===== config.mk =====
export PLATFORM = sky130hd
export DESIGN_NAME = sdram_burst_core
export DESIGN_NICKNAME = d
export VERILOG_FILES = /design/src/rtl/sdram_pkg.sv /design/src/rtl/burst_col_gen.sv /design/src/rtl/sdram_burst_core.sv
export SDC_FILE = /design/constraint.sdc
export NUM_CORES = 1
export LEC_CHECK = 0
export BUFFER_PORTS_ARGS = -buffer_cell sky130_fd_sc_hd__buf_4
export CAP_MARGIN = 20
export CORE_MARGIN = 2
export CORE_UTILIZATION = 50
export DETAILED_ROUTE_END_ITERATION = 16
export PLACE_DENSITY = 0.73
export REMOVE_ABC_BUFFERS = 1
export SYNTH_ARGS = -nofsm -noshare
export SYNTH_HDL_FRONTEND = slang
export SYNTH_SLANG_ARGS = --single-unit

===== constraint.sdc =====
create_clock -name MCLK_I -period 8.4 [get_ports MCLK_I]
set_clock_uncertainty 0.15 [all_clocks]
set_input_delay 0.42 -clock MCLK_I [delete_from_list [all_inputs] [get_ports MCLK_I]]
set_output_delay 0.42 -clock MCLK_I [all_outputs]
set_load 0.005 [all_outputs]

===== src/rtl/sdram_pkg.sv =====
package sdram_pkg;

  // Clock period and precharge period, in nanoseconds.
  localparam int CLK_NS = 20;
  localparam int TRP_NS = 20;
  // Precharge cycles: a least time, so round up, and never below one cycle.
  localparam int TRP_RAW = (TRP_NS + CLK_NS - 1) / CLK_NS;
  localparam int TRP_CYC = (TRP_RAW < 1) ? 1 : TRP_RAW;
  localparam int TRP_W = 4;

  // Array geometry and pin widths.
  localparam int COL_W = 8;
  localparam int ROW_W = 11;
  localparam int DQ_W = 16;
  localparam int BANKS = 2;
  localparam int ADDR_W = 12;
  localparam int MODE_W = 10;

  // Address pin roles: bank select and the all-banks / auto-precharge bit.
  localparam int A_BANK = 11;
  localparam int A_AP = 10;

  // Mode word field positions.
  localparam int BL_LSB = 0;
  localparam int BT_BIT = 3;
  localparam int CL_LSB = 4;
  localparam int WM_BIT = 9;

  // Mode field codes.
  localparam logic [2:0] BL_TWO = 3'h1;
  localparam logic [2:0] BL_FOUR = 3'h2;
  localparam logic [2:0] BL_EIGHT = 3'h3;
  localparam logic [2:0] BL_FULL = 3'h7;
  localparam logic [2:0] CL_THREE = 3'h3;
  // Reset mode: latency two, burst of one, sequential, burst writes.
  localparam logic [MODE_W-1:0] MODE_RST = 10'h020;

  // Column wrap masks, one less than the burst length.
  localparam logic [COL_W-1:0] WRAP_ONE = 8'h00;
  localparam logic [COL_W-1:0] WRAP_TWO = 8'h01;
  localparam logic [COL_W-1:0] WRAP_FOUR = 8'h03;
  localparam logic [COL_W-1:0] WRAP_EIGHT = 8'h07;
  localparam logic [COL_W-1:0] WRAP_FULL = 8'hFF;
  localparam logic [COL_W-1:0] BEAT_ONE = 8'h01;

  // Command codes on {ras_n, cas_n, we_n} with chip select low.
  localparam logic [2:0] CMD_MRS = 3'h0;
  localparam logic [2:0] CMD_PRE = 3'h2;
  localparam logic [2:0] CMD_ACT = 3'h3;
  localparam logic [2:0] CMD_WR = 3'h4;
  localparam logic [2:0] CMD_RD = 3'h5;
  localparam logic [2:0] CMD_BST = 3'h6;

  // Register bus layout.
  localparam int AV_AW = 4;
  localparam int AV_DW = 32;
  localparam logic [AV_AW-1:0] REG_MODE = 4'h0;
  localparam logic [AV_AW-1:0] REG_STATUS = 4'h4;
  localparam logic [AV_AW-1:0] REG_ROWS = 4'h8;
  localparam int ROWS_HI_LSB = 16;
  localparam int ST_ACT_LSB = 0;
  localparam int ST_PRE_LSB = 2;
  localparam int ST_BURST = 4;
  localparam int ST_WRITE = 5;

  typedef enum logic [1:0] {B_IDLE, B_ACTIVE, B_PRECH} bank_st_t;

  typedef struct packed {
    logic cs_n;
    logic ras_n;
    logic cas_n;
    logic we_n;
  } pin_cmd_t;

  typedef struct packed {
    logic rd;
    logic wr;
    logic bank;
    logic [ROW_W-1:0] row;
    logic [COL_W-1:0] col;
    logic [1:0] be;
    logic [DQ_W-1:0] wdata;
  } arr_req_t;

endpackage


===== src/rtl/burst_col_gen.sv =====
`timescale 1ns/1ps
`default_nettype none
module burst_col_gen (
  input wire logic [sdram_pkg::COL_W-1:0] start_i, // Starting column.
  input wire logic [sdram_pkg::COL_W-1:0] beat_i, // Beat number in the burst.
  input wire logic [sdram_pkg::COL_W-1:0] wrap_i, // Burst length minus one.
  input wire logic interleave_i, // High for interleaved order.
  output logic [sdram_pkg::COL_W-1:0] col_o // Column of this beat.
);
  import sdram_pkg::*;

  logic [COL_W-1:0] low_seq;
  logic [COL_W-1:0] low_ilv;

  // Bits above the wrap mask stay fixed; the low bits add or XOR the beat.
  assign low_seq = COL_W'(start_i + beat_i);
  assign low_ilv = start_i ^ beat_i;
  assign col_o = (start_i & ~wrap_i) | ((interleave_i ? low_ilv : low_seq) & wrap_i);
endmodule
`default_nettype wire


===== src/rtl/sdram_burst_core.sv =====
// Decided for this implementation: the register offsets and the Avalon-MM slave port.
`timescale 1ns/1ps
`default_nettype none
module sdram_burst_core #(
  parameter int TRP_CYCLES = sdram_pkg::TRP_CYC // Precharge period in cycles.
) (
  input wire logic MCLK_I, // System clock.
  input wire logic RST_I, // Synchronous reset, active high.
  input wire sdram_pkg::pin_cmd_t CMD_I, // Command strobes, active low.
  input wire logic [sdram_pkg::ADDR_W-1:0] ADDR_I, // Address pins.
  input wire logic [sdram_pkg::DQ_W-1:0] DQ_I, // Data pins, input side.
  output logic [sdram_pkg::DQ_W-1:0] DQ_O, // Data pins, output side.
  output logic [1:0] DQ_OE_O, // Per-byte output enable.
  input wire logic [1:0] BYTE_MASK_I, // Byte mask pair, bit 0 low byte.
  output sdram_pkg::arr_req_t ARR_REQ_O, // Request to the cell array.
  input wire logic [sdram_pkg::DQ_W-1:0] ARR_RDATA_I, // Array read data.
  input wire logic [sdram_pkg::AV_AW-1:0] AVS_ADDRESS_I, // Byte address.
  input wire logic AVS_READ_I, // Read request.
  input wire logic AVS_WRITE_I, // Write request.
  input wire logic [sdram_pkg::AV_DW-1:0] AVS_WRITEDATA_I, // Write data.
  output logic [sdram_pkg::AV_DW-1:0] AVS_READDATA_O, // Read data.
  output logic AVS_WAITREQUEST_O // Stall until the answer.
);
  import sdram_pkg::*;

  logic sel;
  logic [2:0] cmd_code;
  logic is_act;
  logic is_rd;
  logic is_wr;
  logic is_pre;
  logic is_bst;
  logic is_mrs;
  logic is_rw;
  logic cmd_bank;
  logic [MODE_W-1:0] mode_q;
  logic [2:0] bl_code;
  logic fp;
  logic interleave;
  logic cl3;
  logic single_wr;
  logic [COL_W-1:0] wrap;
  logic burst_act_q;
  logic burst_wr_q;
  logic burst_bank_q;
  logic [COL_W-1:0] start_q;
  logic [COL_W-1:0] beat_q;
  logic ap_q;
  logic ap_fire_q;
  logic ap_bank_q;
  logic stop_cmd;
  logic issue;
  logic cur_wr;
  logic cur_bank;
  logic cur_ap;
  logic [COL_W-1:0] cur_start;
  logic [COL_W-1:0] cur_beat;
  logic last;
  logic [COL_W-1:0] col;
  arr_req_t arr_q;
  bank_st_t bank_st_q [BANKS];
  logic [ROW_W-1:0] row_q [BANKS];
  logic [TRP_W-1:0] pre_cnt_q [BANKS];
  logic rd_v_q;
  logic [DQ_W-1:0] rd_d_q;
  logic out_v_q;
  logic [DQ_W-1:0] dq_q;
  logic [1:0] mask1_q;
  logic [1:0] mask2_q;
  logic av_req;
  logic ack_q;
  logic [AV_DW-1:0] rdata_q;

  // Command decode; chip select high is a deselect.
  assign sel = ~CMD_I.cs_n;
  assign cmd_code = {CMD_I.ras_n, CMD_I.cas_n, CMD_I.we_n};
  assign is_act = sel && (cmd_code == CMD_ACT);
  assign is_rd = sel && (cmd_code == CMD_RD);
  assign is_wr = sel && (cmd_code == CMD_WR);
  assign is_pre = sel && (cmd_code == CMD_PRE);
  assign is_bst = sel && (cmd_code == CMD_BST);
  assign is_mrs = sel && (cmd_code == CMD_MRS);
  assign is_rw = is_rd | is_wr;
  assign cmd_bank = ADDR_I[A_BANK];

  // Mode fields.
  assign bl_code = mode_q[BL_LSB +: 3];
  assign fp = (bl_code == BL_FULL);
  assign interleave = mode_q[BT_BIT] & ~fp;
  assign cl3 = (mode_q[CL_LSB +: 3] == CL_THREE);
  assign single_wr = mode_q[WM_BIT];

  // Wrap mask from the burst length; reserved codes act as a burst of one.
  always_comb begin
    unique case (bl_code)
      BL_TWO: wrap = WRAP_TWO;
      BL_FOUR: wrap = WRAP_FOUR;
      BL_EIGHT: wrap = WRAP_EIGHT;
      BL_FULL: wrap = WRAP_FULL;
      default: wrap = WRAP_ONE;
    endcase
  end

  // Mode word, loaded by the mode set command or by software.
  always_ff @(posedge MCLK_I) begin
    if (RST_I) begin
      mode_q <= MODE_RST;
    end else if (is_mrs) begin
      mode_q <= ADDR_I[MODE_W-1:0];
    end else if (av_req && ack_q && AVS_WRITE_I && (AVS_ADDRESS_I == REG_MODE)) begin
      mode_q <= AVS_WRITEDATA_I[MODE_W-1:0];
    end
  end

  // A burst stop, or a precharge that reaches the bursting bank, ends the burst.
  assign stop_cmd = is_bst | (is_pre & (ADDR_I[A_AP] | (cmd_bank == burst_bank_q)));

  // The beat of this cycle: a new read or write replaces any burst in flight.
  assign issue = is_rw | (burst_act_q & ~stop_cmd);
  assign cur_wr = is_rw ? is_wr : burst_wr_q;
  assign cur_bank = is_rw ? cmd_bank : burst_bank_q;
  assign cur_start = is_rw ? ADDR_I[COL_W-1:0] : start_q;
  assign cur_beat = is_rw ? WRAP_ONE : beat_q;
  assign cur_ap = is_rw ? (ADDR_I[A_AP] & ~fp) : ap_q;

  // Full page never ends by itself; a single write ends after one beat.
  assign last = (~fp & (cur_beat == wrap)) | (cur_wr & single_wr);

  burst_col_gen u_col (
    .start_i(cur_start),
    .beat_i(cur_beat),
    .wrap_i(wrap),
    .interleave_i(interleave),
    .col_o(col)
  );

  // Burst sequencer: holds the start column and counts beats.
  always_ff @(posedge MCLK_I) begin
    if (RST_I) begin
      burst_act_q <= 1'b0;
      burst_wr_q <= 1'b0;
      burst_bank_q <= 1'b0;
      start_q <= WRAP_ONE;
      beat_q <= WRAP_ONE;
      ap_q <= 1'b0;
    end else if (is_rw) begin
      burst_act_q <= ~last;
      burst_wr_q <= is_wr;
      burst_bank_q <= cmd_bank;
      start_q <= ADDR_I[COL_W-1:0];
      beat_q <= BEAT_ONE;
      ap_q <= ADDR_I[A_AP] & ~fp;
    end else if (stop_cmd) begin
      burst_act_q <= 1'b0;
    end else if (burst_act_q) begin
      beat_q <= COL_W'(beat_q + BEAT_ONE);
      if (last) begin
        burst_act_q <= 1'b0;
      end
    end
  end

  // Auto-precharge fires on the edge after the last beat is issued.
  always_ff @(posedge MCLK_I) begin
    if (RST_I) begin
      ap_fire_q <= 1'b0;
      ap_bank_q <= 1'b0;
    end else begin
      ap_fire_q <= issue & last & cur_ap;
      ap_bank_q <= cur_bank;
    end
  end

  // Array request: write data and byte masks taken in the same cycle.
  always_ff @(posedge MCLK_I) begin
    if (RST_I) begin
      arr_q <= '0;
    end else begin
      arr_q.rd <= issue & ~cur_wr;
      arr_q.wr <= issue & cur_wr;
      arr_q.bank <= cur_bank;
      arr_q.row <= row_q[cur_bank];
      arr_q.col <= col;
      arr_q.be <= ~BYTE_MASK_I;
      arr_q.wdata <= DQ_I;
    end
  end
  assign ARR_REQ_O = arr_q;

  // Per-bank state, open row and precharge timer.
  for (genvar b = 0; b < BANKS; b++) begin : g_bank
    logic pre_hit;
    assign pre_hit = (is_pre && (ADDR_I[A_AP] || (cmd_bank == 1'(b))))
                     || (ap_fire_q && (ap_bank_q == 1'(b)));
    always_ff @(posedge MCLK_I) begin
      if (RST_I) begin
        bank_st_q[b] <= B_IDLE;
        row_q[b] <= '0;
        pre_cnt_q[b] <= '0;
      end else begin
        unique case (bank_st_q[b])
          B_IDLE: begin
            if (is_act && (cmd_bank == 1'(b))) begin
              bank_st_q[b] <= B_ACTIVE;
              row_q[b] <= ADDR_I[ROW_W-1:0];
            end
          end
          B_ACTIVE: begin
            if (pre_hit) begin
              bank_st_q[b] <= B_PRECH;
              pre_cnt_q[b] <= TRP_W'(TRP_CYCLES - 1);
            end
          end
          B_PRECH: begin
            if (pre_cnt_q[b] == '0) begin
              bank_st_q[b] <= B_IDLE;
            end else begin
              pre_cnt_q[b] <= TRP_W'(pre_cnt_q[b] - 1'b1);
            end
          end
        endcase
      end
    end
  end

  // Read pipeline: array data lands one cycle after the request.
  always_ff @(posedge MCLK_I) begin
    if (RST_I) begin
      rd_v_q <= 1'b0;
      rd_d_q <= '0;
      out_v_q <= 1'b0;
      dq_q <= '0;
    end else begin
      rd_v_q <= arr_q.rd;
      rd_d_q <= ARR_RDATA_I;
      out_v_q <= cl3 ? rd_v_q : arr_q.rd;
      dq_q <= cl3 ? rd_d_q : ARR_RDATA_I;
    end
  end

  // Read byte masks act two clocks late, whatever the latency.
  always_ff @(posedge MCLK_I) begin
    if (RST_I) begin
      mask1_q <= 2'h0;
      mask2_q <= 2'h0;
    end else begin
      mask1_q <= BYTE_MASK_I;
      mask2_q <= mask1_q;
    end
  end

  assign DQ_O = dq_q;
  assign DQ_OE_O = {2{out_v_q}} & ~mask2_q;

  // Register bus: one wait cycle, then the answer.
  assign av_req = AVS_READ_I | AVS_WRITE_I;
  assign AVS_WAITREQUEST_O = av_req & ~ack_q;
  assign AVS_READDATA_O = rdata_q;

  always_ff @(posedge MCLK_I) begin
    if (RST_I) begin
      ack_q <= 1'b0;
    end else begin
      ack_q <= av_req & ~ack_q;
    end
  end

  // Read data is latched in the wait cycle; unmapped offsets read zero.
  always_ff @(posedge MCLK_I) begin
    if (RST_I) begin
      rdata_q <= '0;
    end else if (AVS_READ_I && !ack_q) begin
      rdata_q <= '0;
      unique case (AVS_ADDRESS_I)
        REG_MODE: rdata_q <= AV_DW'(mode_q);
        REG_STATUS: begin
          rdata_q[ST_ACT_LSB] <= (bank_st_q[0] == B_ACTIVE);
          rdata_q[ST_ACT_LSB + 1] <= (bank_st_q[1] == B_ACTIVE);
          rdata_q[ST_PRE_LSB] <= (bank_st_q[0] == B_PRECH);
          rdata_q[ST_PRE_LSB + 1] <= (bank_st_q[1] == B_PRECH);
          rdata_q[ST_BURST] <= burst_act_q;
          rdata_q[ST_WRITE] <= burst_wr_q;
        end
        REG_ROWS: begin
          rdata_q <= AV_DW'(row_q[0]) | (AV_DW'(row_q[1]) << ROWS_HI_LSB);
        end
        default: rdata_q <= '0;
      endcase
    end
  end
endmodule
`default_nettype wire


# == Word-level counts from Yosys, hierarchy flattened ==
# Memory sizes are Yosys's and may differ from the RTL's. A register that Yosys moved wholly into a read port is not among the register bits.
# Cells that the tools add are included.
# totals
ff_bits,130
mem_bits_rw,34
in_bits,90
output_inout_bits,91
word_cells,192
memories,3
# memory_table
name,words,width,read_ports,rd_clocked_by_memory_dff,wr,line,rtl
row_q,2,11,3,1,2,sdram_burst_core.sv:62,logic [ROW_W-1:0] row_q [BANKS];
pre_cnt_q,2,4,2,0,2,sdram_burst_core.sv:63,logic [TRP_W-1:0] pre_cnt_q [BANKS];
bank_st_q,2,2,2,0,2,sdram_burst_core.sv:61,bank_st_t bank_st_q [BANKS];
# op_classes
addsub,4
eq_ne,19
n_mux,66
bitwise,46
reduce_logical,32
# op_table
cell,count
$mux W1,45
$pmux W21 S2,1
$pmux W8 S4,1
$or A11 B27 Y27,1
$mux W8,3
$mux W11,2
$mux W10,2
$or A1 B1 Y1,18
$pmux W6 S3,1
$and A8 B8 Y8,2
$logic_and A1 B1 Y1,16
$mux W16,1
$mux W4,4
$eq A3 B2 Y1 const B,5
$eq A3 B3 Y1 const B,4
$logic_not A4 Y1,3
$mux W2,6
$and A1 B1 Y1,11
$add A8 B1 Y8 const B,1
$add A8 B8 Y8,1
$eq A8 B8 Y1,1
$not A1 Y1,8
$not A8 Y8,1
$or A8 B8 Y8,1
other kinds (18),28

# == Logic depth before layout (Yosys ltp) ==
# Gate-level depths: netlist of run 1.
# depth
depth_word,11
depth_mapped,12
mapped_depth_nobuf,11

# == Hierarchy ==
# A second synthesis of run 1 with hierarchy kept.
# hier_totals
hier_cells,694
hier_area_um2,6749.0
# modules_own_cells
module,instances,cells_each,area_per_inst_um2,seq_area_each_um2
sdram_burst_core,1,633,6328.6,3643.5
burst_col_gen,1,61,420.4,0.0

# == Worst setup path after synthesis of run 1 ==
# Ideal clock, no wire load.
# synth_timing
path_kind,input -> register
startpoint,in CMD_I[3] (netlist bit)
endpoint,reg arr_q (netlist bit ARR_REQ_O[25])
arrival_time_ps,2692
required_ps,8129
slack_ps,5436
cell_stages,10
path_buffers,2
cell_sequence,or3b_1 buf_2 clkbuf_1 and2_1 ha_1 a21o_1 a31o_2 a211o_1 and3_1 mux2_4
# synth_via
elab_chain_cells,8
elab_cells_between_ends,12
# synth_lines
item,line,rtl
"start, declared",sdram_burst_core.sv:9,"input wire sdram_pkg::pin_cmd_t CMD_I,"
$not A1 Y1 (*),sdram_burst_core.sv:75,assign sel = ~CMD_I.cs_n;
"$logic_and A1 B1 Y1, on equally long branches","sdram_burst_core.sv:78, sdram_burst_core.sv:79",
$or A1 B1 Y1 (*),sdram_burst_core.sv:83,assign is_rw = is_rd | is_wr;
"$mux W8, on equally long branches",-,
$add A8 B8 Y8 or $xor A8 B8 Y8 (tied branches),"burst_col_gen.sv:16, burst_col_gen.sv:17",
$mux W8,burst_col_gen.sv:18,assign col_o = (start_i & ~wrap_i) | ((interleave_i ? low_ilv : low_seq) & wrap_i);
$and A8 B8 Y8,burst_col_gen.sv:18,
$or A8 B8 Y8 (*),burst_col_gen.sv:18,
"end, declared",sdram_burst_core.sv:60,arr_req_t arr_q;
# Every way passes the cells marked *; elsewhere a longest branch is shown, timed or not.
# A chain may end at the register's enable or synchronous reset.

# == Worst setup path after layout of run 1 ==
# layout_timing
startpoint,in CMD_I[3] (netlist bit)
endpoint,reg arr_q (netlist bit ARR_REQ_O[25])
# layout_via
elab_chain_cells,8
elab_cells_between_ends,12
# layout_lines
item,line,rtl
$not A1 Y1 (*),sdram_burst_core.sv:75,
"$logic_and A1 B1 Y1, on equally long branches","sdram_burst_core.sv:78, sdram_burst_core.sv:79",
$or A1 B1 Y1 (*),sdram_burst_core.sv:83,
$mux W8 (*),-,
via cur_start[4],sdram_burst_core.sv:56,logic [COL_W-1:0] cur_start;
$add A8 B8 Y8 (*),burst_col_gen.sv:16,assign low_seq = COL_W'(start_i + beat_i);
$mux W8 (*),burst_col_gen.sv:18,
$and A8 B8 Y8 (*),burst_col_gen.sv:18,
$or A8 B8 Y8 (*),burst_col_gen.sv:18,
# Mark *: on every way through the listed nets, which the timed path passes. The rest lies on a longest branch.

==> results_tabular.tex, run 1 <==
\begin{tabular}{lr}
\hline
Metric & Value \\
\hline
\multicolumn{2}{l}{\textbf{Synthesis}} \\
Main combinational cell family by area after synthesis & simple AND/OR/NAND/NOR gates \\
Xor/xnor share of the synthesized area & 0.0195 \\
Post-synth ARST share & 0 \\
Register bit total from synthesis & 165 \\
Number of warnings reported in the yosys synthesis log & 0 \\
Number of flops mapped to enable cells by yosys & 34 \\
Number of instances in the synthesized netlist & 691 \\
Number of different library cells in the post-synthesis netlist & 54 \\
Avg Synthesized Cell Area & 9.76 µm² \\
Netlist area before placement & 6750 µm² \\
Mux share of post-synthesis cell area & 0.0586 \\
Adder-cell area share of the yosys netlist & 0.0215 \\
Post-synth top cells & 131 x sky130\_fd\_sc\_hd\_\_dfxtp\_1, 88 x sky130\_fd\_sc\_hd\_\_nor2\_1, 65 x sky130\_fd\_sc\_hd\_\_nand2\_1, 50 x sky130\_fd\_sc\_hd\_\_nor2b\_1, 38 x sky130\_fd\_sc\_hd\_\_mux2i\_1 \\
Main flop type after synthesis & sky130\_fd\_sc\_hd\_\_dfxtp\_1 \\
Sequential element share of the synthesized area & 0.540 \\
Yosys top cell by area & sky130\_fd\_sc\_hd\_\_dfxtp\_1 \\
Simple-gate area share of the yosys netlist & 0.217 \\
Leading cell types by total area after synthesis & sky130\_fd\_sc\_hd\_\_dfxtp\_1 39\%, sky130\_fd\_sc\_hd\_\_edfxtp\_1 15\%, sky130\_fd\_sc\_hd\_\_mux2i\_1 5.6\% \\
Synth Area in Compound Gates & 0.0998 \\
Most frequently used cell type in the post-synthesis netlist & sky130\_fd\_sc\_hd\_\_dfxtp\_1 \\
Proportion of netlist area held by the largest area contributor & 0.389 \\
\multicolumn{2}{l}{\textbf{CTS}} \\
Longest Clk Path Bufs & 2 \\
TritonCTS clock tree & yes \\
Clk\_lat worst skew & 0.43 ns \\
Clock root buffer & sky130\_fd\_sc\_hd\_\_clkbuf\_16 \\
Sink Count & 165 \\
H-tree depth reported by CTS & 4 \\
Clock buffer count from CTS & 17 \\
Clock-pin slew reported for the worst setup and hold paths after clock tree synthesis & 0.06 ns \\
Number of post-CTS setup repair buffers & 0 \\
\multicolumn{2}{l}{\textbf{Critical path}} \\
Largest driver fanout on the critical path & 19 \\
Cell repeated most along the worst path & sky130\_fd\_sc\_hd\_\_nand2\_1 \\
CP Capture Type & register \\
Required time of the critical path & 8.57 ns \\
Slowest cell on the critical path & sky130\_fd\_sc\_hd\_\_or3b\_1 \\
Sequence of cells on the critical path & buf\_4, or3b\_1, nand2\_1, nand2\_1, ha\_1, a21o\_1, a31o\_2, a211o\_1, and3\_1, mux2\_4 \\
Max stage delay on crit path & 0.68 ns \\
CP Class & in -> reg \\
WP data arrival & 3.08 ns \\
Element type at the critical path start & input port \\
\multicolumn{2}{l}{\textbf{Global routing}} \\
Largest net degree at the start of global routing & 74 \\
GRT overflow & 0 \\
Antenna violations before repair & 0 \\
Global-route wire length before repair & 26600 µm \\
GR Util All Layers & 0.237 \\
Via count of the first global-routing pass & 5350 \\
\multicolumn{2}{l}{\textbf{Placed design}} \\
Routability Congestion & 0.833 \\
Detailed-placement wirelength estimate & 11700 µm \\
Number of buffer cells added on primary ports & 148 \\
\multicolumn{2}{l}{\textbf{Power}} \\
Pwr per Cell Area & 206 nW/µm² \\
Largest voltage drop on the vdd net & 0.115 mV \\
Leakage power & 3.74 nW \\
\multicolumn{2}{l}{\textbf{Final layout}} \\
Area used by multi-input combinational logic & 2860 µm² \\
Filler instances & 1057 \\
Post-layout util & 0.649 \\
Growth of design area from synthesis to finish & 27.0\% \\
Antenna Diode Count & 0 \\
Final \#Nets & 931 \\
Fraction of layout cells with a size suffix above 1 & 0.237 \\
Register area & 3640 µm² \\
\multicolumn{2}{l}{\textbf{Detailed routing}} \\
Number of detailed-routing iterations run before antenna repair & 5 \\
DR vias & 5401 \\
Initial drt markers & 369 \\
Antenna-violating nets left & 0 \\
Average detailed-routed wire length per instance & 16.3 µm \\
DRC violation count after routing & 0 \\
Post-detailed-routing wire length & 16700 µm \\
Routed via count divided by cell count & 5.30 \\
\multicolumn{2}{l}{\textbf{STA}} \\
Setup repair after global routing missed its margin & false \\
Setup-violating endpoint count in the final report & 0 \\
Final critical path time including I/O delays and setup & 2.91 ns \\
Slew at the pin closest to its max-slew limit & 0.964 ns \\
Final Slew Violations & 0 \\
Worst relative slew slack & 0.354 \\
Maximum operating frequency & 343 MHz \\
Fin Setup TNS & 0 ns \\
Portion of the clock cycle consumed by the worst path in the final layout & 0.347 \\
Number of hold violations in the final report & 0 \\
\multicolumn{2}{l}{\textbf{Floorplan}} \\
Die height & 120 µm \\
Floorplan core area & 13200 µm² \\
Total die area & 14400 µm² \\
Number of top-level design ports & 181 \\
Die extent in x & 120 µm \\
Row count & 42 \\
Effective utilization at floorplan & 0.511 \\
\multicolumn{2}{l}{\textbf{Min path}} \\
Path class of the lowest-slack min-delay path & in -> reg \\
\multicolumn{2}{l}{\textbf{Run status}} \\
Outcome & finished, final reports clean \\
\multicolumn{2}{l}{\textbf{Job}} \\
MaxCap Viol Count & 0 \\
\hline
\end{tabular}
## worst max-delay path: cells and delay by family
family          cells  cell delay (ns)
compound gates      3             0.68
buf+inv             1             0.14
mux                 1             0.29
simple gates        4             1.19
fa+ha+maj           1             0.37
## metal layers
metal	global-route usage	share of wire	vias up
li1	-	-	2616
met1	0.286	0.42	2553
met2	0.411	0.49	209
met3	0.0561	0.074	23
met4	0.0853	0.015	0
met5	0	0	-
## cell type report
cell class                 instances  share of cell area
sequential                       165               0.425
clock buffer                      19              0.0542
inverter                          18             0.00789
clock inverter                    13              0.0145
tap                              176              0.0257
multi-input combinational        470               0.333
timing repair buffer             158               0.139
## final timing paths
kind                            slack (ns)  depth (start not counted)                  endpoint                    from
worst max-delay path                  5.49                         10  ARR_REQ_O[25]$_SDFF_PP0_                CMD_I[3]
worst min-delay path                  0.06                          2   ARR_REQ_O[6]$_SDFF_PP0_                 DQ_I[6]
worst max register to register        5.87                         10  ARR_REQ_O[24]$_SDFF_PP0_  beat_q[0]$_SDFFE_PP0P_
worst min register to register        0.28                          2           ap_q$_SDFF_PP0_         ap_q$_SDFF_PP0_
## per-stage QoR
| stage | power [mW] | worst slack [ns] | cells | hold slack, ns | cell area, µm² |
|---|---|---|---|---|---|
| 2_1_floorplan | 0.934 | 5.31 | 653 | 0.255 | 6560 |
| 6_report | 1.76 | 5.49 | 1019 | 0.0570 | 8570 |
| 3_3_place_gp | 1.02 | 5.11 | 984 | 0.266 | 7950 |
| 4_1_cts | 1.77 | 5.53 | 1018 | 0.0467 | 8560 |
| 3_5_place_dp | 1.02 | 5.08 | 984 | 0.272 | 7950 |
| 5_1_grt | 1.83 | 5.41 | 1019 | 0.0531 | 8570 |
## what timing repair did
action,in CTS,in global routing
resized for setup,0,0
hold endpoints to repair,2,0
hold buffers,2,0
## cells by family (layout without fill, tap and decap cells)
group	after synthesis	after routing
other	1	10
and+or+nand+nor	294	294
adders and majority gates	11	11
DFF	165	165
muxes	39	39
AOI/OAI and AO/OA	101	101
xor gates and xnor gates	15	15
buffers and inverters	65	208
## where the power goes
group / internal (mW) / switching [mW]
clock network: 0.436 / 0.319
logic: 0.0724 / 0.0782
registers: 0.841 / 0.0155
total: 1.35 / 0.413
## registers in the layout, indices dropped and copies added (netlist names), 2 cells and up
name and cells:
ARR_REQ_O 40, AVS_READDATA_O 22, DQ_O 16, bank_st_q 4, beat_q 8, mask1_q 2, mask2_q 2, mode_q 10
pre_cnt_q 8, rd_d_q 16, row_q 22, start_q 8
## layout by cell type (no fill, tap or decap), types with 4 or more instances in the layout
cell,instances
sky130_fd_sc_hd__dfxtp_1,131
sky130_fd_sc_hd__or3_1,4
sky130_fd_sc_hd__nand2b_1,9
sky130_fd_sc_hd__conb_1,10
sky130_fd_sc_hd__and3_1,4
sky130_fd_sc_hd__mux2i_1,38
sky130_fd_sc_hd__xnor2_1,7
sky130_fd_sc_hd__clkbuf_16,18
sky130_fd_sc_hd__nand4_1,5
sky130_fd_sc_hd__edfxtp_1,34
sky130_fd_sc_hd__a22oi_1,19
sky130_fd_sc_hd__inv_1,18
sky130_fd_sc_hd__and2_1,28
sky130_fd_sc_hd__a21oi_1,34
sky130_fd_sc_hd__nand3b_1,5
sky130_fd_sc_hd__ha_1,10
sky130_fd_sc_hd__xor2_1,8
sky130_fd_sc_hd__nor2_1,88
sky130_fd_sc_hd__a211oi_1,15
sky130_fd_sc_hd__nor3_1,11
sky130_fd_sc_hd__o211ai_1,5
sky130_fd_sc_hd__buf_4,156
sky130_fd_sc_hd__nor2b_1,50
sky130_fd_sc_hd__o21ai_0,9
sky130_fd_sc_hd__nand3_1,9
sky130_fd_sc_hd__clkinv_4,7
sky130_fd_sc_hd__nand2_1,65
(Power assumes the default switching activity.)
==> inputs of run 2 (changes only) <==
- CORE_UTILIZATION: 50 -> 47
- PLACE_DENSITY: 0.73 -> 0.72
- clock period: 8.4 -> 2.5 ns (I/O delays scaled with it)
==> run 2 against run 1 <==
- die area increased by 6.2%
- sequential share of layout area decreased by 4.0 points
- combinational power increased to 4.1 times the previous value
- first-iteration DRC count rose by 15%
- largest cell class unchanged
==> results_tabular.tex, run 2 (same netlist as run 1, synthesis figures left out) <==
\begin{tabular}{lr}
\hline
Metric & Value \\
\hline
\multicolumn{2}{l}{\textbf{Run status}} \\
Outcome & finished, final reports clean \\
\multicolumn{2}{l}{\textbf{Floorplan}} \\
Row count & 43 \\
Total die area & 15300 µm² \\
Floorplan core area & 13900 µm² \\
Number of top-level design ports & 181 \\
Die height & 124 µm \\
Effective utilization at floorplan & 0.484 \\
Die extent in x & 124 µm \\
\multicolumn{2}{l}{\textbf{Job}} \\
MaxCap Viol Count & 0 \\
\multicolumn{2}{l}{\textbf{Detailed routing}} \\
Post-detailed-routing wire length & 17200 µm \\
Number of detailed-routing iterations run before antenna repair & 4 \\
DR vias & 5783 \\
Antenna-violating nets left & 0 \\
Routed via count divided by cell count & 5.16 \\
Initial drt markers & 423 \\
Average detailed-routed wire length per instance & 15.3 µm \\
DRC violation count after routing & 0 \\
\multicolumn{2}{l}{\textbf{Global routing}} \\
Global-route wire length before repair & 26900 µm \\
GR Util All Layers & 0.230 \\
Largest net degree at the start of global routing & 59 \\
Antenna violations before repair & 0 \\
GRT overflow & 0 \\
Via count of the first global-routing pass & 5558 \\
\multicolumn{2}{l}{\textbf{Power}} \\
Largest voltage drop on the vdd net & 0.364 mV \\
Leakage power & 4.18 nW \\
Pwr per Cell Area & 640 nW/µm² \\
\multicolumn{2}{l}{\textbf{Placed design}} \\
Post-Place Setup Slack & -0.247 ns \\
Number of buffer cells added on primary ports & 148 \\
Routability Congestion & 0.829 \\
Detailed-placement wirelength estimate & 11900 µm \\
\multicolumn{2}{l}{\textbf{Final layout}} \\
Most used cells in the layout excluding fill and tap cells & 198 x sky130\_fd\_sc\_hd\_\_buf\_4, 131 x sky130\_fd\_sc\_hd\_\_dfxtp\_1, 88 x sky130\_fd\_sc\_hd\_\_nor2\_1 \\
Final \#Nets & 1029 \\
Max reg flops & 40 \\
Antenna Diode Count & 0 \\
Growth of design area from synthesis to finish & 40.0\% \\
Filler instances & 1094 \\
Most frequent standard cell in the layout excluding fill and tap cells & sky130\_fd\_sc\_hd\_\_buf\_4 \\
Fraction of layout cells with a size suffix above 1 & 0.253 \\
\multicolumn{2}{l}{\textbf{CTS}} \\
Sink Count & 165 \\
Clk\_lat worst skew & 0.42 ns \\
Clock-pin slew reported for the worst setup and hold paths after clock tree synthesis & 0.06 ns \\
TritonCTS clock tree & yes \\
Clock buffer count from CTS & 17 \\
Clock root buffer & sky130\_fd\_sc\_hd\_\_clkbuf\_16 \\
H-tree depth reported by CTS & 4 \\
Longest Clk Path Bufs & 2 \\
Number of post-CTS setup repair buffers & 0 \\
\multicolumn{2}{l}{\textbf{STA}} \\
Final critical path time including I/O delays and setup & 2.33 ns \\
Final Slew Violations & 0 \\
Maximum operating frequency & 429 MHz \\
Slew at the pin closest to its max-slew limit & 0.589 ns \\
Setup repair after global routing missed its margin & false \\
Number of hold violations in the final report & 0 \\
Worst relative slew slack & 0.607 \\
Setup-violating endpoint count in the final report & 0 \\
Portion of the clock cycle consumed by the worst path in the final layout & 0.933 \\
Slack of the critical path & 0.166 ns \\
Fin Setup TNS & 0 ns \\
\multicolumn{2}{l}{\textbf{Critical path}} \\
WP data arrival & 2.50 ns \\
CP Class & in -> reg \\
Worst flop-to-flop path startpoint & beat\_q[0]\$\_SDFFE\_PP0P\_ \\
Element type at the critical path start & input port \\
Largest driver fanout on the critical path & 4 \\
Critical path origin & ADDR\_I[2] \\
CP Capture Type & register \\
Required time of the critical path & 2.66 ns \\
\multicolumn{2}{l}{\textbf{Min path}} \\
Path class of the lowest-slack min-delay path & in -> reg \\
Hold wc startpoint & RST\_I \\
\hline
\end{tabular}
==> run 2: cell count changes in the layout (fill, tap and decap cells not counted), moves of 4 or more <==
cell,change
sky130_fd_sc_hd__clkbuf_1,+4
sky130_fd_sc_hd__dlygate4sd3_1,+55
sky130_fd_sc_hd__clkinv_4,-6
sky130_fd_sc_hd__buf_4,+42
==> run 2: report_power, final <==
| group | switching (mW) | internal, mW |
|---|---|---|
| logic | 0.284 | 0.329 |
| clock network | 1.00 | 1.55 |
| registers | 0.0526 | 2.82 |
| total | 1.34 | 4.70 |
==> run 2: what timing repair did <==
action | 4_1_cts | 5_1_grt
resized for setup | 0 | 2
endpoints found under the setup margin | 0 | 2
hold buffers | 57 | 0
endpoints found under the hold margin | 90 | 0
==> run 2: through the flow <==
step	std cells	area (µm²)	utilization	total power [mW]	hold slack [ns]
after floorplan	653	6560	-	3.14	0.0417
after global placement	1032	8290	0.595	3.45	0.136
after detailed placement	1032	8290	0.595	3.47	0.139
after CTS	1120	9440	0.677	6.08	0.0134
after global routing	1120	9440	0.678	6.28	0.0362
final	1120	9440	0.678	6.04	0.0221
==> run 2: worst paths after layout <==
| check | end | slack, ns | cells past startpoint |
|---|---|---|---|
| setup / recovery | ARR_REQ_O[25]$_SDFF_PP0_ | 0.17 | 10 |
| hold / removal | start_q[5]$_SDFF_PP0_ | 0.02 | 2 |
| hold reg to reg | DQ_O[9]$_SDFF_PP0_ | 0.28 | 2 |
| setup reg to reg | ARR_REQ_O[22]$_SDFF_PP0_ | 0.19 | 11 |
==> run 2: final cells by class <==
| cell class | count | area [µm²] | area share |
|---|---|---|---|
| clock inverter | 8 | 96.3 | 0.0102 |
| sequential | 165 | 3640 | 0.386 |
| multi-input combinational | 470 | 2850 | 0.302 |
| timing repair buffer | 256 | 2080 | 0.220 |
| tap | 180 | 225 | 0.0239 |
| inverter | 18 | 67.6 | 0.00716 |
| clock buffer | 23 | 479 | 0.0507 |
==> run 2: critical path, stage by stage <==
cell and delay, ns:
sky130_fd_sc_hd__dlygate4sd3_1 0.54, sky130_fd_sc_hd__buf_4 0.15, sky130_fd_sc_hd__mux2i_1 0.19, sky130_fd_sc_hd__inv_1 0.07, sky130_fd_sc_hd__ha_1 0.34, sky130_fd_sc_hd__a21oi_1 0.21
sky130_fd_sc_hd__a21oi_1 0.12, sky130_fd_sc_hd__a211o_1 0.27, sky130_fd_sc_hd__and3_1 0.20, sky130_fd_sc_hd__mux2_4 0.30
==> run 2: layer usage <==
| layer | GRT usage | wire (µm) | part of all wire |
|---|---|---|---|
| met1 | 0.289 | 7380 | 0.43 |
| met2 | 0.397 | 8480 | 0.49 |
| met3 | 0.0522 | 1100 | 0.064 |
| met4 | 0.0639 | 217 | 0.013 |
| met5 | 0 | 0 | 0 |
==> inputs of run 3 (changes only) <==
==> constraint.sdc (replaced) <==
create_clock -name MCLK_I -period 2.5 [get_ports MCLK_I]
set_clock_uncertainty 0.15 [all_clocks]
set_input_delay 0.375 -clock MCLK_I [delete_from_list [all_inputs] [get_ports MCLK_I]]
set_output_delay 0.375 -clock MCLK_I [all_outputs]
set_load 0.005 [all_outputs]
==> run 3 against run 2 <==
- combinational power is 8.8% lower
- global-route usage down 1.6 points
- hold slack worse by 0.0072 ns
- clock-buffer cell count grew 3
- via count down 3.9%
- design area down 4.5%
- core utilization decreased by 3.1 points
- critical endpoint unchanged
==> results_tabular.tex, run 3 (same netlist as run 1, synthesis figures left out) <==
\begin{tabular}{lr}
\hline
Metric & Value \\
\hline
\multicolumn{2}{l}{\textbf{Min path}} \\
Path class of the lowest-slack min-delay path & in -> reg \\
Endpoint of the worst hold-timing path & ARR\_REQ\_O[3]\$\_SDFF\_PP0\_ \\
Hold wc startpoint & DQ\_I[3] \\
Hold Crit Depth & 2 \\
\multicolumn{2}{l}{\textbf{CTS}} \\
Clock root buffer & sky130\_fd\_sc\_hd\_\_clkbuf\_16 \\
Clock-pin slew reported for the worst setup and hold paths after clock tree synthesis & 0.06 ns \\
Clock buffer count from CTS & 17 \\
TritonCTS clock tree & yes \\
Longest Clk Path Bufs & 2 \\
Sink Count & 165 \\
Clk\_lat worst skew & 0.42 ns \\
H-tree depth reported by CTS & 4 \\
\multicolumn{2}{l}{\textbf{STA}} \\
Setup repair after global routing missed its margin & false \\
Final critical path time including I/O delays and setup & 2.41 ns \\
Worst relative slew slack & 0.653 \\
Maximum operating frequency & 416 MHz \\
Number of hold violations in the final report & 0 \\
Portion of the clock cycle consumed by the worst path in the final layout & 0.962 \\
Slew at the pin closest to its max-slew limit & 0.520 ns \\
Worst slack on hold paths & 0.0149 ns \\
Final Slew Violations & 0 \\
Setup-violating endpoint count in the final report & 0 \\
Slack of the critical path & 0.0938 ns \\
\multicolumn{2}{l}{\textbf{Global routing}} \\
GRT overflow & 0 \\
GR Util All Layers & 0.214 \\
Via count of the first global-routing pass & 5198 \\
Largest net degree at the start of global routing & 49 \\
Global-route wire length before repair & 25200 µm \\
Antenna violations before repair & 0 \\
\multicolumn{2}{l}{\textbf{Critical path}} \\
Sequence of cells on the critical path & buf\_4, or3b\_4, and2\_1, ha\_1, a21o\_1, a31o\_2, a211o\_1, and3\_1, mux2\_4 \\
WP data arrival & 2.56 ns \\
Element type at the critical path start & input port \\
Max stage delay on crit path & 0.45 ns \\
CP Capture Type & register \\
Number of cell instances on the worst register-to-register path & 10 \\
Critical path buffers and inverters & 1 \\
Critical register-to-register path endpoint & ARR\_REQ\_O[20]\$\_SDFF\_PP0\_ \\
Reg2reg setup slack & 0.32 ns \\
CP Class & in -> reg \\
Kind of cell adding the most delay to the critical path & simple AND/OR/NAND/NOR gates \\
Worst flop-to-flop path startpoint & beat\_q[0]\$\_SDFFE\_PP0P\_ \\
Slowest cell on the critical path & sky130\_fd\_sc\_hd\_\_or3b\_4 \\
Total stage count of the critical path & 9 \\
Largest driver fanout on the critical path & 11 \\
Required time of the critical path & 2.66 ns \\
\multicolumn{2}{l}{\textbf{Run status}} \\
Outcome & finished, final reports clean \\
\multicolumn{2}{l}{\textbf{Floorplan}} \\
Number of top-level design ports & 181 \\
Row count & 43 \\
Die height & 124 µm \\
Total die area & 15300 µm² \\
Die extent in x & 124 µm \\
Floorplan core area & 13900 µm² \\
Effective utilization at floorplan & 0.484 \\
\multicolumn{2}{l}{\textbf{Detailed routing}} \\
Uppermost layer routed & met4 \\
Antenna-violating nets left & 0 \\
Detailed route wirelength on metal2 & 7790 µm \\
Routed via count divided by cell count & 5.17 \\
DRC violation count after routing & 0 \\
Met3 WL & 1090 µm \\
DR vias & 5559 \\
M1 WL & 7200 µm \\
Post-detailed-routing wire length & 16400 µm \\
Average detailed-routed wire length per instance & 15.3 µm \\
Number of detailed-routing iterations run before antenna repair & 5 \\
Initial drt markers & 386 \\
\multicolumn{2}{l}{\textbf{Power}} \\
Pwr per Cell Area & 650 nW/µm² \\
Leakage power & 3.99 nW \\
Largest voltage drop on the vdd net & 0.436 mV \\
\multicolumn{2}{l}{\textbf{Placed design}} \\
Number of buffer cells added on primary ports & 148 \\
Routability Congestion & 0.859 \\
Post-Place Setup Slack & -0.469 ns \\
Placed Instances & 1037 \\
Detailed-placement wirelength estimate & 12000 µm \\
\multicolumn{2}{l}{\textbf{Final layout}} \\
Fraction of layout cells with a size suffix above 1 & 0.286 \\
Number of cells in the finished layout apart from fillers & 1076 \\
Antenna Diode Count & 0 \\
Final \#Nets & 984 \\
Most frequent standard cell in the layout excluding fill and tap cells & sky130\_fd\_sc\_hd\_\_buf\_4 \\
Most used cells in the layout excluding fill and tap cells & 203 x sky130\_fd\_sc\_hd\_\_buf\_4, 131 x sky130\_fd\_sc\_hd\_\_dfxtp\_1, 88 x sky130\_fd\_sc\_hd\_\_nor2\_1 \\
Max reg flops & 40 \\
Growth of design area from synthesis to finish & 33.6\% \\
\multicolumn{2}{l}{\textbf{Job}} \\
MaxCap Viol Count & 0 \\
\hline
\end{tabular}
## run 3: changes by cell type in the layout (fill, tap and decap cells not counted), sizes merged
cell | before | now
buf | 199 | 205
bufinv | 2 | 0
clkbuf | 23 | 26
clkinv | 4 | 3
dlygate4sd3 | 57 | 6
inv | 20 | 21
## run 3: area by class of cell
class                      count  area [µm²]
clock inverter                 6        40.0
clock buffer                  26         512
timing repair buffer         211        1620
tap                          180         225
multi-input combinational    470        2910
sequential                   165        3640
inverter                      18        67.6
fill                        1167        4920
## run 3: worst max-delay path by stage
| stage | startpoint | end | slack (ns) |
|---|---|---|---|
| 2_1_floorplan | CMD_I[3] | mode_q[5]$_SDFFE_PP1P_ | -0.55 |
| 3_3_place_gp | CMD_I[3] | ARR_REQ_O[25]$_SDFF_PP0_ | -0.45 |
| 3_5_place_dp | CMD_I[1] | ARR_REQ_O[22]$_SDFF_PP0_ | -0.47 |
| 4_1_cts | CMD_I[1] | ARR_REQ_O[25]$_SDFF_PP0_ | 0.03 |
| 5_1_grt | CMD_I[1] | ARR_REQ_O[24]$_SDFF_PP0_ | 0.01 |
| 6_report | CMD_I[3] | ARR_REQ_O[25]$_SDFF_PP0_ | 0.09 |
## run 3: stage by stage
step / setup TNS, ns / area (µm²) / util / power, mW
finish: 0 / 9010 / 0.647 / 5.86
floorplan: -7.70 / 6560 / - / 3.14
global placement: -1.71 / 8330 / 0.598 / 3.46
global route: 0 / 9010 / 0.647 / 6.08
CTS: 0 / 8930 / 0.641 / 5.89
detailed placement: -2.07 / 8330 / 0.598 / 3.47
## run 3: where the power goes
part           leakage (nW)  switching (mW)  total [mW]  internal (mW)
combinational          2.28           0.273       0.558          0.286
sequential             1.43          0.0519        2.88           2.82
clock                 0.274            1.00        2.42           1.42
total                  3.99            1.33        5.86           4.53
## run 3: metal layers
metal / vias to the layer above / global-route usage
met2: 201 / 0.354
met4: 0 / 0.0724
met3: 29 / 0.0499
met5: - / 0
met1: 2616 / 0.275
li1: 2713 / -
## run 3: timing repair
item	4_1_cts	5_1_grt
pin swaps	0	4
setup buffers	0	1
hold buffers	5	1
hold endpoints to repair	5	1
endpoints found under the setup margin	3	4
resized for setup	2	15
## run 3: worst reg2reg max path, cell delays in order, from the launching register on
cell                       delay, ns
sky130_fd_sc_hd__dfxtp_1        0.33
sky130_fd_sc_hd__inv_1          0.07
sky130_fd_sc_hd__nor2_1         0.19
sky130_fd_sc_hd__ha_2           0.24
sky130_fd_sc_hd__inv_2          0.04
sky130_fd_sc_hd__fa_2           0.37
sky130_fd_sc_hd__buf_4          0.14
sky130_fd_sc_hd__a21oi_1        0.16
sky130_fd_sc_hd__xor2_1         0.16
sky130_fd_sc_hd__nor2_1         0.06
sky130_fd_sc_hd__a211oi_1       0.19
